===== src/design/ccm_cfg.svh =====
// constants for the console manual-control block
// Functional notes
// - system reset loads micro address zero into the micro address register.
// - system reset acts whether the clock runs or is stopped.
// - reset clears registers with good parity, general and float registers kept.
// - reset clears latches except machine-reset and diagnostic; diagnostic forces priority.
// - reset sets machine-reset latch, which inhibits all micro traps.
// - start after reset loops diagnostic 128 times unless check-compare disabled.
// - after diagnostic, clear control-word flag bytes, then clear machine-reset latch.
// - override key sets latch gating switch digits into micro address, blocking next-address.
// - override accepted only with clock stopped; load happens at next start.
// - override after reset clears machine-reset and diagnostic; start skips both routines.
// - start after normal stop restarts clock, status unchanged.
// - second start after reset loads status word from address zero.
// - counter-set only when stopped; on release start clock, trap to 0001.
// - after counter-set trap stop at 0FF once channel share cycles finish.
// - counter-set after reset clears control-word flags before loading counter.
// - check reset clears check register and check latches, clock running or not.
// - stop finishes instruction, takes pending interrupts, then stops; manual lamp lit.
// - stop waits for I/O including chaining to complete.
// - stopped state still serves share traps, selector cycles, shows next address.
// - timer switch off holds timer latch set, blocking counter drive pulses.
// - each indicator ORs lamp test with its functional input.
// - selector decodes three-position inner and sixteen-position outer controls.
`ifndef CCM_CFG_SVH
`define CCM_CFG_SVH
`define CCM_ADDR_RESET 16'h0000
`define CCM_ADDR_SET_IC 16'h0001
`define CCM_ADDR_IC_STOP 16'h00FF
`define CCM_ADDR_LOAD_PSW 16'h0000
`define CCM_DIAG_LOOPS 8'h80
`define CCM_KEY_COUNT 7
`define CCM_LAMP_COUNT 8
`define CCM_KEY_SYS_RESET 0
`define CCM_KEY_OVERRIDE 1
`define CCM_KEY_START 2
`define CCM_KEY_SET_IC 3
`define CCM_KEY_CHK_RESET 4
`define CCM_KEY_STOP 5
`define CCM_KEY_LOAD 6
`define CCM_INNER_1 2'h1
`define CCM_INNER_2 2'h2
`define CCM_INNER_3 2'h3
`define CCM_OUTER_MS 4'h0
`define CCM_OUTER_AS 4'h1
`endif


===== src/design/ccm_pkg.sv =====
// types for the console manual-control block
package ccm_pkg;
    typedef enum logic [2:0] {
        CCM_STOPPED = 3'h0,
        CCM_DIAG = 3'h1,
        CCM_CLEAR_FLAGS = 3'h2,
        CCM_RUN = 3'h3,
        CCM_SET_IC = 3'h4,
        CCM_STOPPING = 3'h5
    } ccm_state_type;
    typedef enum logic [1:0] {
        CCM_SEL_REG = 2'h0,
        CCM_SEL_MAIN = 2'h1,
        CCM_SEL_AUX = 2'h2,
        CCM_SEL_NONE = 2'h3
    } ccm_sel_type;
endpackage : ccm_pkg


===== src/design/ccm_key_sync.sv =====
// key synchroniser and press edge detector
`timescale 1ns/100ps
module ccm_key_sync (
    input wire logic CLK_SYS_I,
    input wire logic RESET_I,
    input wire logic key_i,
    output logic press_o,
    output logic release_o
);
    logic meta_q;
    logic sync_q;
    logic last_q;

    // first stage feeds only the second
    always_ff @(posedge CLK_SYS_I) begin
        if (RESET_I) begin
            meta_q <= 1'b0;
            sync_q <= 1'b0;
            last_q <= 1'b0;
        end else begin
            meta_q <= key_i;
            sync_q <= meta_q;
            last_q <= sync_q;
        end
    end

    assign press_o = sync_q & ~last_q;
    assign release_o = ~sync_q & last_q;
endmodule : ccm_key_sync


===== src/design/ccm_console_ctrl.sv =====
// console manual-control logic: keys, clock gating, resets, selector, lamps
`timescale 1ns/100ps
`include "ccm_cfg.svh"
module ccm_console_ctrl
    import ccm_pkg::*;
(
    input wire logic CLK_SYS_I,
    input wire logic RESET_I,
    input wire logic [`CCM_KEY_COUNT-1:0] KEYS_I,
    input wire logic [15:0] DATA_SW_I,
    input wire logic [1:0] SEL_INNER_I,
    input wire logic [3:0] SEL_OUTER_I,
    input wire logic CHECK_COMPARE_DISABLE_I,
    input wire logic TIMER_SWITCH_ON_I,
    input wire logic LAMP_TEST_I,
    input wire logic [`CCM_LAMP_COUNT-1:0] LAMP_FUNC_I,
    input wire logic [15:0] NEXT_MICRO_ADDR_I,
    input wire logic DIAG_PASS_DONE_I,
    input wire logic FLAGS_CLEAR_DONE_I,
    input wire logic INSTR_END_I,
    input wire logic INTR_PENDING_I,
    input wire logic IO_BUSY_I,
    input wire logic SHARE_PENDING_I,
    input wire logic SHARE_REQ_I,
    input wire logic SEL_DATA_REQ_I,
    input wire logic TRAP_REQ_I,
    output logic [15:0] MICRO_ADDR_O,
    output logic CPU_CLOCK_RUN_O,
    output logic SYS_RESET_O,
    output logic REG_CLEAR_O,
    output logic MACHINE_RESET_LATCH_O,
    output logic DIAG_LATCH_O,
    output logic PRIORITY_LATCH_O,
    output logic OVERRIDE_LATCH_O,
    output logic TRAP_ENABLE_O,
    output logic DIAG_RUN_O,
    output logic CLEAR_FLAGS_O,
    output logic LOAD_PSW_O,
    output logic LOAD_INSTR_COUNTER_O,
    output logic [15:0] INSTR_COUNTER_DATA_O,
    output logic CHECK_RESET_O,
    output logic MANUAL_LAMP_O,
    output logic SHARE_SERVE_O,
    output logic SEL_CYCLE_SERVE_O,
    output logic SHOW_NEXT_ADDR_O,
    output logic TIMER_CTRL_LATCH_O,
    output logic [`CCM_LAMP_COUNT-1:0] LAMP_DRIVE_O,
    output logic [1:0] SEL_KIND_O,
    output logic [3:0] SEL_REG_INNER_O,
    output logic [3:0] SEL_REG_OUTER_O
);
    logic [`CCM_KEY_COUNT-1:0] press;
    logic [`CCM_KEY_COUNT-1:0] release_ev;
    ccm_state_type state_q;
    logic mreset_q;
    logic diag_q;
    logic prio_q;
    logic override_q;
    logic after_reset_q;
    logic second_start_q;
    logic ic_pending_q;
    logic stop_req_q;
    logic [7:0] diag_cnt_q;
    logic [15:0] addr_q;
    logic [15:0] ic_data_q;
    logic load_psw_q;
    logic load_ic_q;
    logic chk_reset_q;
    logic sys_reset_q;
    logic clock_stopped;
    logic sys_reset_ev;
    ccm_sel_type sel_kind_d;
    ccm_sel_type sel_kind_q;
    logic [3:0] sel_inner_d;
    logic [3:0] sel_inner_q;
    logic [3:0] sel_outer_d;
    logic [3:0] sel_outer_q;

    genvar gk;
    generate
        for (gk = 0; gk < `CCM_KEY_COUNT; gk++) begin : g_key
            ccm_key_sync u_sync (
                .CLK_SYS_I(CLK_SYS_I),
                .RESET_I(RESET_I),
                .key_i(KEYS_I[gk]),
                .press_o(press[gk]),
                .release_o(release_ev[gk])
            );
        end
    endgenerate

    assign clock_stopped = (state_q == CCM_STOPPED);
    // load key press also performs a system reset
    assign sys_reset_ev = press[`CCM_KEY_SYS_RESET] | press[`CCM_KEY_LOAD];

    always_ff @(posedge CLK_SYS_I) begin
        if (RESET_I) begin
            sys_reset_q <= 1'b1;
        end else begin
            sys_reset_q <= sys_reset_ev;
        end
    end

    // machine-reset, diagnostic and priority latches
    always_ff @(posedge CLK_SYS_I) begin
        if (RESET_I) begin
            mreset_q <= 1'b1;
            diag_q <= 1'b1;
            prio_q <= 1'b1;
        end else if (sys_reset_ev) begin
            mreset_q <= 1'b1;
            diag_q <= 1'b1;
            prio_q <= 1'b1;
        end else if (press[`CCM_KEY_OVERRIDE] && clock_stopped && after_reset_q) begin
            mreset_q <= 1'b0;
            diag_q <= 1'b0;
        end else if (state_q == CCM_CLEAR_FLAGS && FLAGS_CLEAR_DONE_I) begin
            mreset_q <= 1'b0;
            diag_q <= 1'b0;
        end
    end

    // override latch, honoured only while stopped
    always_ff @(posedge CLK_SYS_I) begin
        if (RESET_I || sys_reset_ev) begin
            override_q <= 1'b0;
        end else if (press[`CCM_KEY_OVERRIDE] && clock_stopped) begin
            override_q <= 1'b1;
        end else if (!clock_stopped) begin
            override_q <= 1'b0;
        end
    end

    // remembers reset state for the start and counter-set sequences
    always_ff @(posedge CLK_SYS_I) begin
        if (RESET_I || sys_reset_ev) begin
            after_reset_q <= 1'b1;
            second_start_q <= 1'b0;
        end else begin
            if (press[`CCM_KEY_OVERRIDE] && clock_stopped) begin
                after_reset_q <= 1'b0;
            end else if (state_q == CCM_CLEAR_FLAGS && FLAGS_CLEAR_DONE_I) begin
                after_reset_q <= 1'b0;
                // a counter-set boot resumes at the counter, not the status word
                second_start_q <= !ic_pending_q;
            end else if (state_q == CCM_RUN) begin
                second_start_q <= 1'b0;
            end
        end
    end

    // stop request waits for the instruction end
    always_ff @(posedge CLK_SYS_I) begin
        if (RESET_I || sys_reset_ev || clock_stopped) begin
            stop_req_q <= 1'b0;
        end else if (press[`CCM_KEY_STOP]) begin
            stop_req_q <= 1'b1;
        end
    end

    // diagnostic pass counter, idle at zero outside the loop
    always_ff @(posedge CLK_SYS_I) begin
        if (RESET_I || sys_reset_ev || state_q != CCM_DIAG) begin
            diag_cnt_q <= 8'h00;
        end else if (DIAG_PASS_DONE_I) begin
            diag_cnt_q <= diag_cnt_q + 8'h01;
        end
    end

    // counter-set in progress, kept across the flag clear
    always_ff @(posedge CLK_SYS_I) begin
        if (RESET_I || sys_reset_ev) begin
            ic_pending_q <= 1'b0;
        end else if (clock_stopped && release_ev[`CCM_KEY_SET_IC]) begin
            ic_pending_q <= 1'b1;
        end else if (state_q == CCM_SET_IC && !SHARE_PENDING_I
                && addr_q == `CCM_ADDR_IC_STOP) begin
            ic_pending_q <= 1'b0;
        end
    end

    // main sequencer
    always_ff @(posedge CLK_SYS_I) begin
        if (RESET_I || sys_reset_ev) begin
            state_q <= CCM_STOPPED;
        end else begin
            unique case (state_q)
                CCM_STOPPED: begin
                    if (release_ev[`CCM_KEY_SET_IC]) begin
                        state_q <= after_reset_q ? CCM_CLEAR_FLAGS : CCM_SET_IC;
                    end else if (press[`CCM_KEY_START] || release_ev[`CCM_KEY_LOAD]) begin
                        if (after_reset_q && diag_q && !CHECK_COMPARE_DISABLE_I) begin
                            state_q <= CCM_DIAG;
                        end else if (after_reset_q && diag_q) begin
                            state_q <= CCM_CLEAR_FLAGS;
                        end else begin
                            state_q <= CCM_RUN;
                        end
                    end
                end
                CCM_DIAG: begin
                    if (DIAG_PASS_DONE_I) begin
                        if (diag_cnt_q == `CCM_DIAG_LOOPS - 8'h01) begin
                            state_q <= CCM_CLEAR_FLAGS;
                        end
                    end
                end
                CCM_CLEAR_FLAGS: begin
                    if (FLAGS_CLEAR_DONE_I) begin
                        // start after reset ends stopped; counter-set goes on
                        state_q <= ic_pending_q ? CCM_SET_IC : CCM_STOPPED;
                    end
                end
                CCM_SET_IC: begin
                    // hold until share cycles drain before stopping
                    if (!SHARE_PENDING_I && addr_q == `CCM_ADDR_IC_STOP) begin
                        state_q <= CCM_STOPPED;
                    end
                end
                CCM_RUN: begin
                    if (stop_req_q && INSTR_END_I) begin
                        state_q <= CCM_STOPPING;
                    end
                end
                CCM_STOPPING: begin
                    if (!INTR_PENDING_I && !IO_BUSY_I) begin
                        state_q <= CCM_STOPPED;
                    end
                end
                default: begin
                    state_q <= CCM_STOPPED;
                end
            endcase
        end
    end

    // micro address register
    always_ff @(posedge CLK_SYS_I) begin
        if (RESET_I || sys_reset_ev) begin
            addr_q <= `CCM_ADDR_RESET;
        end else if (clock_stopped && release_ev[`CCM_KEY_SET_IC]
                && !after_reset_q) begin
            addr_q <= `CCM_ADDR_SET_IC;
        end else if (state_q == CCM_CLEAR_FLAGS && FLAGS_CLEAR_DONE_I && ic_pending_q) begin
            addr_q <= `CCM_ADDR_SET_IC;
        end else if (clock_stopped && override_q && press[`CCM_KEY_START]) begin
            addr_q <= DATA_SW_I;
        end else if (clock_stopped && second_start_q && press[`CCM_KEY_START]) begin
            addr_q <= `CCM_ADDR_LOAD_PSW;
        end else if (!clock_stopped && !(state_q == CCM_SET_IC
                && addr_q == `CCM_ADDR_IC_STOP)) begin
            addr_q <= NEXT_MICRO_ADDR_I;
        end
    end

    // one-cycle action pulses and latched counter data
    always_ff @(posedge CLK_SYS_I) begin
        if (RESET_I) begin
            load_psw_q <= 1'b0;
            load_ic_q <= 1'b0;
            ic_data_q <= 16'h0000;
            chk_reset_q <= 1'b0;
        end else begin
            load_psw_q <= clock_stopped && second_start_q && press[`CCM_KEY_START]
                && !override_q;
            chk_reset_q <= press[`CCM_KEY_CHK_RESET] | sys_reset_ev;
            load_ic_q <= (state_q == CCM_SET_IC) && (addr_q == `CCM_ADDR_SET_IC);
            if (clock_stopped && press[`CCM_KEY_SET_IC]) begin
                ic_data_q <= DATA_SW_I;
            end
        end
    end

    assign MICRO_ADDR_O = addr_q;
    assign CPU_CLOCK_RUN_O = ~clock_stopped;
    assign SYS_RESET_O = sys_reset_q;
    assign REG_CLEAR_O = sys_reset_q;
    assign MACHINE_RESET_LATCH_O = mreset_q;
    assign DIAG_LATCH_O = diag_q;
    assign PRIORITY_LATCH_O = prio_q;
    assign OVERRIDE_LATCH_O = override_q;
    assign TRAP_ENABLE_O = TRAP_REQ_I & ~mreset_q & ~override_q;
    assign DIAG_RUN_O = (state_q == CCM_DIAG);
    assign CLEAR_FLAGS_O = (state_q == CCM_CLEAR_FLAGS);
    assign LOAD_PSW_O = load_psw_q;
    assign LOAD_INSTR_COUNTER_O = load_ic_q;
    assign INSTR_COUNTER_DATA_O = ic_data_q;
    assign CHECK_RESET_O = chk_reset_q;
    assign MANUAL_LAMP_O = clock_stopped | LAMP_TEST_I;
    // share traps bypass the clock gate
    assign SHARE_SERVE_O = SHARE_REQ_I;
    assign SEL_CYCLE_SERVE_O = SEL_DATA_REQ_I;
    assign SHOW_NEXT_ADDR_O = clock_stopped;
    assign TIMER_CTRL_LATCH_O = ~TIMER_SWITCH_ON_I;

    genvar gl;
    generate
        for (gl = 0; gl < `CCM_LAMP_COUNT; gl++) begin : g_lamp
            assign LAMP_DRIVE_O[gl] = LAMP_FUNC_I[gl] | LAMP_TEST_I;
        end
    endgenerate

    // selector decode
    always_comb begin
        sel_kind_d = CCM_SEL_NONE;
        sel_inner_d = 4'h0;
        sel_outer_d = 4'h0;
        unique case (SEL_INNER_I)
            `CCM_INNER_1: begin
                sel_kind_d = CCM_SEL_REG;
                sel_inner_d = 4'h1;
                sel_outer_d = SEL_OUTER_I;
            end
            `CCM_INNER_2: begin
                if (SEL_OUTER_I == `CCM_OUTER_MS) begin
                    sel_kind_d = CCM_SEL_MAIN;
                end else if (SEL_OUTER_I == `CCM_OUTER_AS) begin
                    sel_kind_d = CCM_SEL_AUX;
                end
            end
            `CCM_INNER_3: begin
                sel_kind_d = CCM_SEL_REG;
                sel_inner_d = 4'h3;
                sel_outer_d = SEL_OUTER_I;
            end
            default: begin
                sel_kind_d = CCM_SEL_NONE;
            end
        endcase
    end

    // registered selection; panel switches are slow, one cycle costs nothing
    always_ff @(posedge CLK_SYS_I) begin
        if (RESET_I) begin
            sel_kind_q <= CCM_SEL_NONE;
            sel_inner_q <= 4'h0;
            sel_outer_q <= 4'h0;
        end else begin
            sel_kind_q <= sel_kind_d;
            sel_inner_q <= sel_inner_d;
            sel_outer_q <= sel_outer_d;
        end
    end

    assign SEL_KIND_O = sel_kind_q;
    assign SEL_REG_INNER_O = sel_inner_q;
    assign SEL_REG_OUTER_O = sel_outer_q;
endmodule : ccm_console_ctrl


===== config.mk =====
export PLATFORM = sky130hd
export DESIGN_NAME = ccm_console_ctrl
export DESIGN_NICKNAME = d
export VERILOG_FILES = /design/src/design/ccm_pkg.sv /design/src/design/ccm_key_sync.sv /design/src/design/ccm_console_ctrl.sv
export VERILOG_INCLUDE_DIRS = /design/src /design/src/design
export SDC_FILE = /design/constraint.sdc
export NUM_CORES = 1
export LEC_CHECK = 0
export ABC_AREA = 0
export BUFFER_PORTS_ARGS = -buffer_cell sky130_fd_sc_hd__buf_2
export CORE_ASPECT_RATIO = 1.4
export CORE_MARGIN = 4
export CORE_UTILIZATION = 30
export CTS_CLUSTER_SIZE = 16
export DETAILED_ROUTE_END_ITERATION = 10
export PLACE_DENSITY_LB_ADDON = 0.3
export SKIP_LAST_GASP = 1
export SYNTH_ARGS = -nofsm -noshare
export SYNTH_HDL_FRONTEND = slang
export SYNTH_SLANG_ARGS = --single-unit

===== constraint.sdc =====
create_clock -name CLK_SYS_I -period 5.26 [get_ports CLK_SYS_I]
set_input_delay 0.789 -clock CLK_SYS_I [delete_from_list [all_inputs] [get_ports CLK_SYS_I]]
set_output_delay 0.789 -clock CLK_SYS_I [all_outputs]
set_load 0.03 [all_outputs]

==> results.md <==
* Die Span Y at 133 um
* Ys flop type: dfxtp_1
* Fin nets at 548
* Largest net degree at the start of global routing at 44
* Post-synthesis cell count at 366
* Final Slew Violations at 0
* R2R Path Start: state_q[2]$_SDFFE_PP0P_
* Yosys top cell area share at 48.9%
* Leakage at 1.84 nW
* Worst path required time at 5.43 ns
* Setup TNS Final at 0 ns
* Gr usage total at 13.8%
* Area of the multi-input gates at 0.00153 mm2
* Gates resized, CTS repair at 0
* CTS HTree Levels at 3
* Min cycle time layout at 2.65 ns
* Seq cells post-synth at 82
* First-pass GRT wire length at 14.5 mm
* Area growth from synthesis to layout at 28.7%
* Critical Path Start Type: register
* Via Count at 3,004
* Row cnt at 45
* Final Power at 1.80 mW
* IO Pins at 135
* Reg2reg path depth at 6
* Worst hold path class: reg -> reg
* Max frequency at 0.377 GHz
* Post-Syn Area at 0.00335 mm2
* Worst setup path startpoint: state_q[2]$_SDFFE_PP0P_
* DRC Markers at 0
* Wire length on met1 at 3.55 mm
* Fin area at 0.00432 mm2
* Async set or reset register ratio after synthesis at 0%
* PD cells at 417 mW/mm2
* Max Clock Skew at 0.00496 ns
* Synth cell types at 56
* Post-Route Utilization at 39.7%
* Num CTS Buffers at 9
* Filler instances at 1,118
* VDD IR max at 0.150 mV
* Cts hold-fix bufs at 0
* Max_cap viols at 0
* Number of vias per cell at 4.81
* Initial antenna violation count at 0
* Die Footprint at 0.0130 mm2
* Final ANT Viol Nets at 0
* Final hold slack at 0.432 ns
* R2r endpoint: MICRO_ADDR_O[0]$_SDFFE_PP0P_
* WL final at 9.06 mm
* WL per Instance at 14.5 um
* Worst slew pin tran at 0.990 ns
* YS warnings at 0
* # diodes at 0
* # port buffers at 127
* Critical Path Fanout Max at 17
* Post-synth top cells: dfxtp_1, nand2_1, a21oi_1, nor2b_1, nor2_1
* Post-synth EDFFs at 0
* Post-CTS Setup Repair Bufs at 0
* Crit path DAT at 2.82 ns
* Area after DPL at 0.00403 mm2
* Clock-pin slew on the worst setup and hold paths at 0.06 ns
* FF/Latch Area at 0.00164 mm2
* R2R setup slack at 2.61 ns
* Starting DRT DRC Count at 139
* Most numerous cell in the Yosys netlist: dfxtp_1
* Register area share after synthesis at 48.9%
* Worst Setup EP: MICRO_ADDR_O[0]$_SDFFE_PP0P_
* GP Congestion at 0.820
* RSZ-0062 raised after global routing: no
* Met3 routed WL at 745 um
* Slew HR at 33.7%
* Initial DRT Pass Iterations at 4
* Chip width at 97.4 um
* Clock latency on the worst-skew pair at 0.33 ns
* Final period utilization at 50.5%
* Critical path class: reg -> reg
* Top Layer Used: met4
* Nature of the critical path endpoint: register
* Synth area leader: dfxtp_1
* Final Setup Violations at 0
* TritonCTS clock tree: built
* Leading post-synthesis cells by cell area: dfxtp_1, nand2_1, nor2b_1
* Syn Area/Cell at 9.17 um2
* Clk Tree Root Cell: clkbuf_16
* Number of global-route vias before repair at 2,895
* Share of post-route cells with drive strength above 1 at 34.3%
* Fin. Hold Viols at 0
* Core ar. at 0.0109 mm2
* Met2 routed wirelength at 4.57 mm
* Clock sinks at 82
* Clock Path Buffers at 2
* Outcome: completed
* DPL Wire Length at 6.94 mm
* Starting Density at 30.9%
* Global route total overflow at 0
state kept, by name, summed over array words and instances, names as in the netlist, 2 cells and up:
signal,count
INSTR_COUNTER_DATA_O,16
MICRO_ADDR_O,16
diag_cnt_q,8
g_key.u_sync.last_q,7
g_key.u_sync.meta_q,7
g_key.u_sync.sync_q,7
SEL_REG_OUTER_O,4
state_q,3
SEL_KIND_O,2
SEL_REG_INNER_O,2
kinds of logic (layout without fill, tap and decap cells):
group                      count (synthesis)  count (layout)  share of synthesized area [%]
adders and majority gates                  1               1                          0.373
buffers and inverters                     37             154                           5.63
muxes                                      3               3                          0.895
DFF                                       82              82                           48.9
and+or+nand+nor                          159             159                           25.0
other                                      2               3                          0.224
xor gates and xnor gates                   7               7                           1.83
AOI/OAI and AO/OA                         75              75                           17.1
area by class of cell:
class                   instances  share of cell area, %
repair buffers                128                   14.9
clock buffers                  12                   5.71
inverters                      11                  0.957
flip-flops and latches         82                   38.0
multi-input cells             248                   35.4
well taps                     141                   4.09
clock inverters                 3                  0.928
power breakdown:
group	internal, mW	switching (mW)	total (mW)
Combinational	0.156	0.307	0.463
Sequential	0.677	0.0537	0.730
Clock	0.376	0.229	0.605
through the flow:
stage          setup slack, ns  cells
2_1_floorplan             2.95    367
5_1_grt                   2.38    625
3_5_place_dp              2.49    610
3_3_place_gp              2.55    610
6_report                  2.61    625
4_1_cts                   2.61    625
cell usage in the layout (no fill, tap or decap), drive strengths merged, types with 5 or more instances in the layout:
cell type  synthesis  routed
or2                9       9
nor3              20      20
and2               7       7
a22oi             15      15
nand3              7       7
dfxtp             82      82
a21oi             26      26
clkbuf            11      12
a211oi            15      15
nor2              20      20
buf               15     128
nor2b             23      23
nand2             47      47
inv               10      10
nand4              5       5
worst max-delay path: stages, from the launching register on:
cell      delay, ns
dfxtp_1        0.43
nor3_4         0.41
o211ai_1       0.15
buf_4          0.22
nand2_1        0.41
or2_1          0.68
a311oi_1       0.18
how the worst min path moves through the flow:
stage	end	cells after the start	from	slack (ns)
floorplan	g_key[0].u_sync.sync_q$_SDFF_PP0_	1	g_key[0].u_sync.meta_q$_SDFF_PP0_	0.41
global placement	g_key[6].u_sync.sync_q$_SDFF_PP0_	1	g_key[6].u_sync.meta_q$_SDFF_PP0_	0.42
detailed placement	g_key[4].u_sync.sync_q$_SDFF_PP0_	1	g_key[4].u_sync.meta_q$_SDFF_PP0_	0.42
CTS	g_key[4].u_sync.sync_q$_SDFF_PP0_	1	g_key[4].u_sync.meta_q$_SDFF_PP0_	0.43
global route	g_key[4].u_sync.sync_q$_SDFF_PP0_	1	g_key[4].u_sync.meta_q$_SDFF_PP0_	0.45
finish	g_key[4].u_sync.sync_q$_SDFF_PP0_	1	g_key[4].u_sync.meta_q$_SDFF_PP0_	0.43
routing by layer:
metal	GRT usage (%)	up-vias
li1	-	1492
met1	16.0	1380
met2	23.6	117
met3	4.40	15
met4	5.08	0
met5	0	-
(Power assumes the default switching activity.)
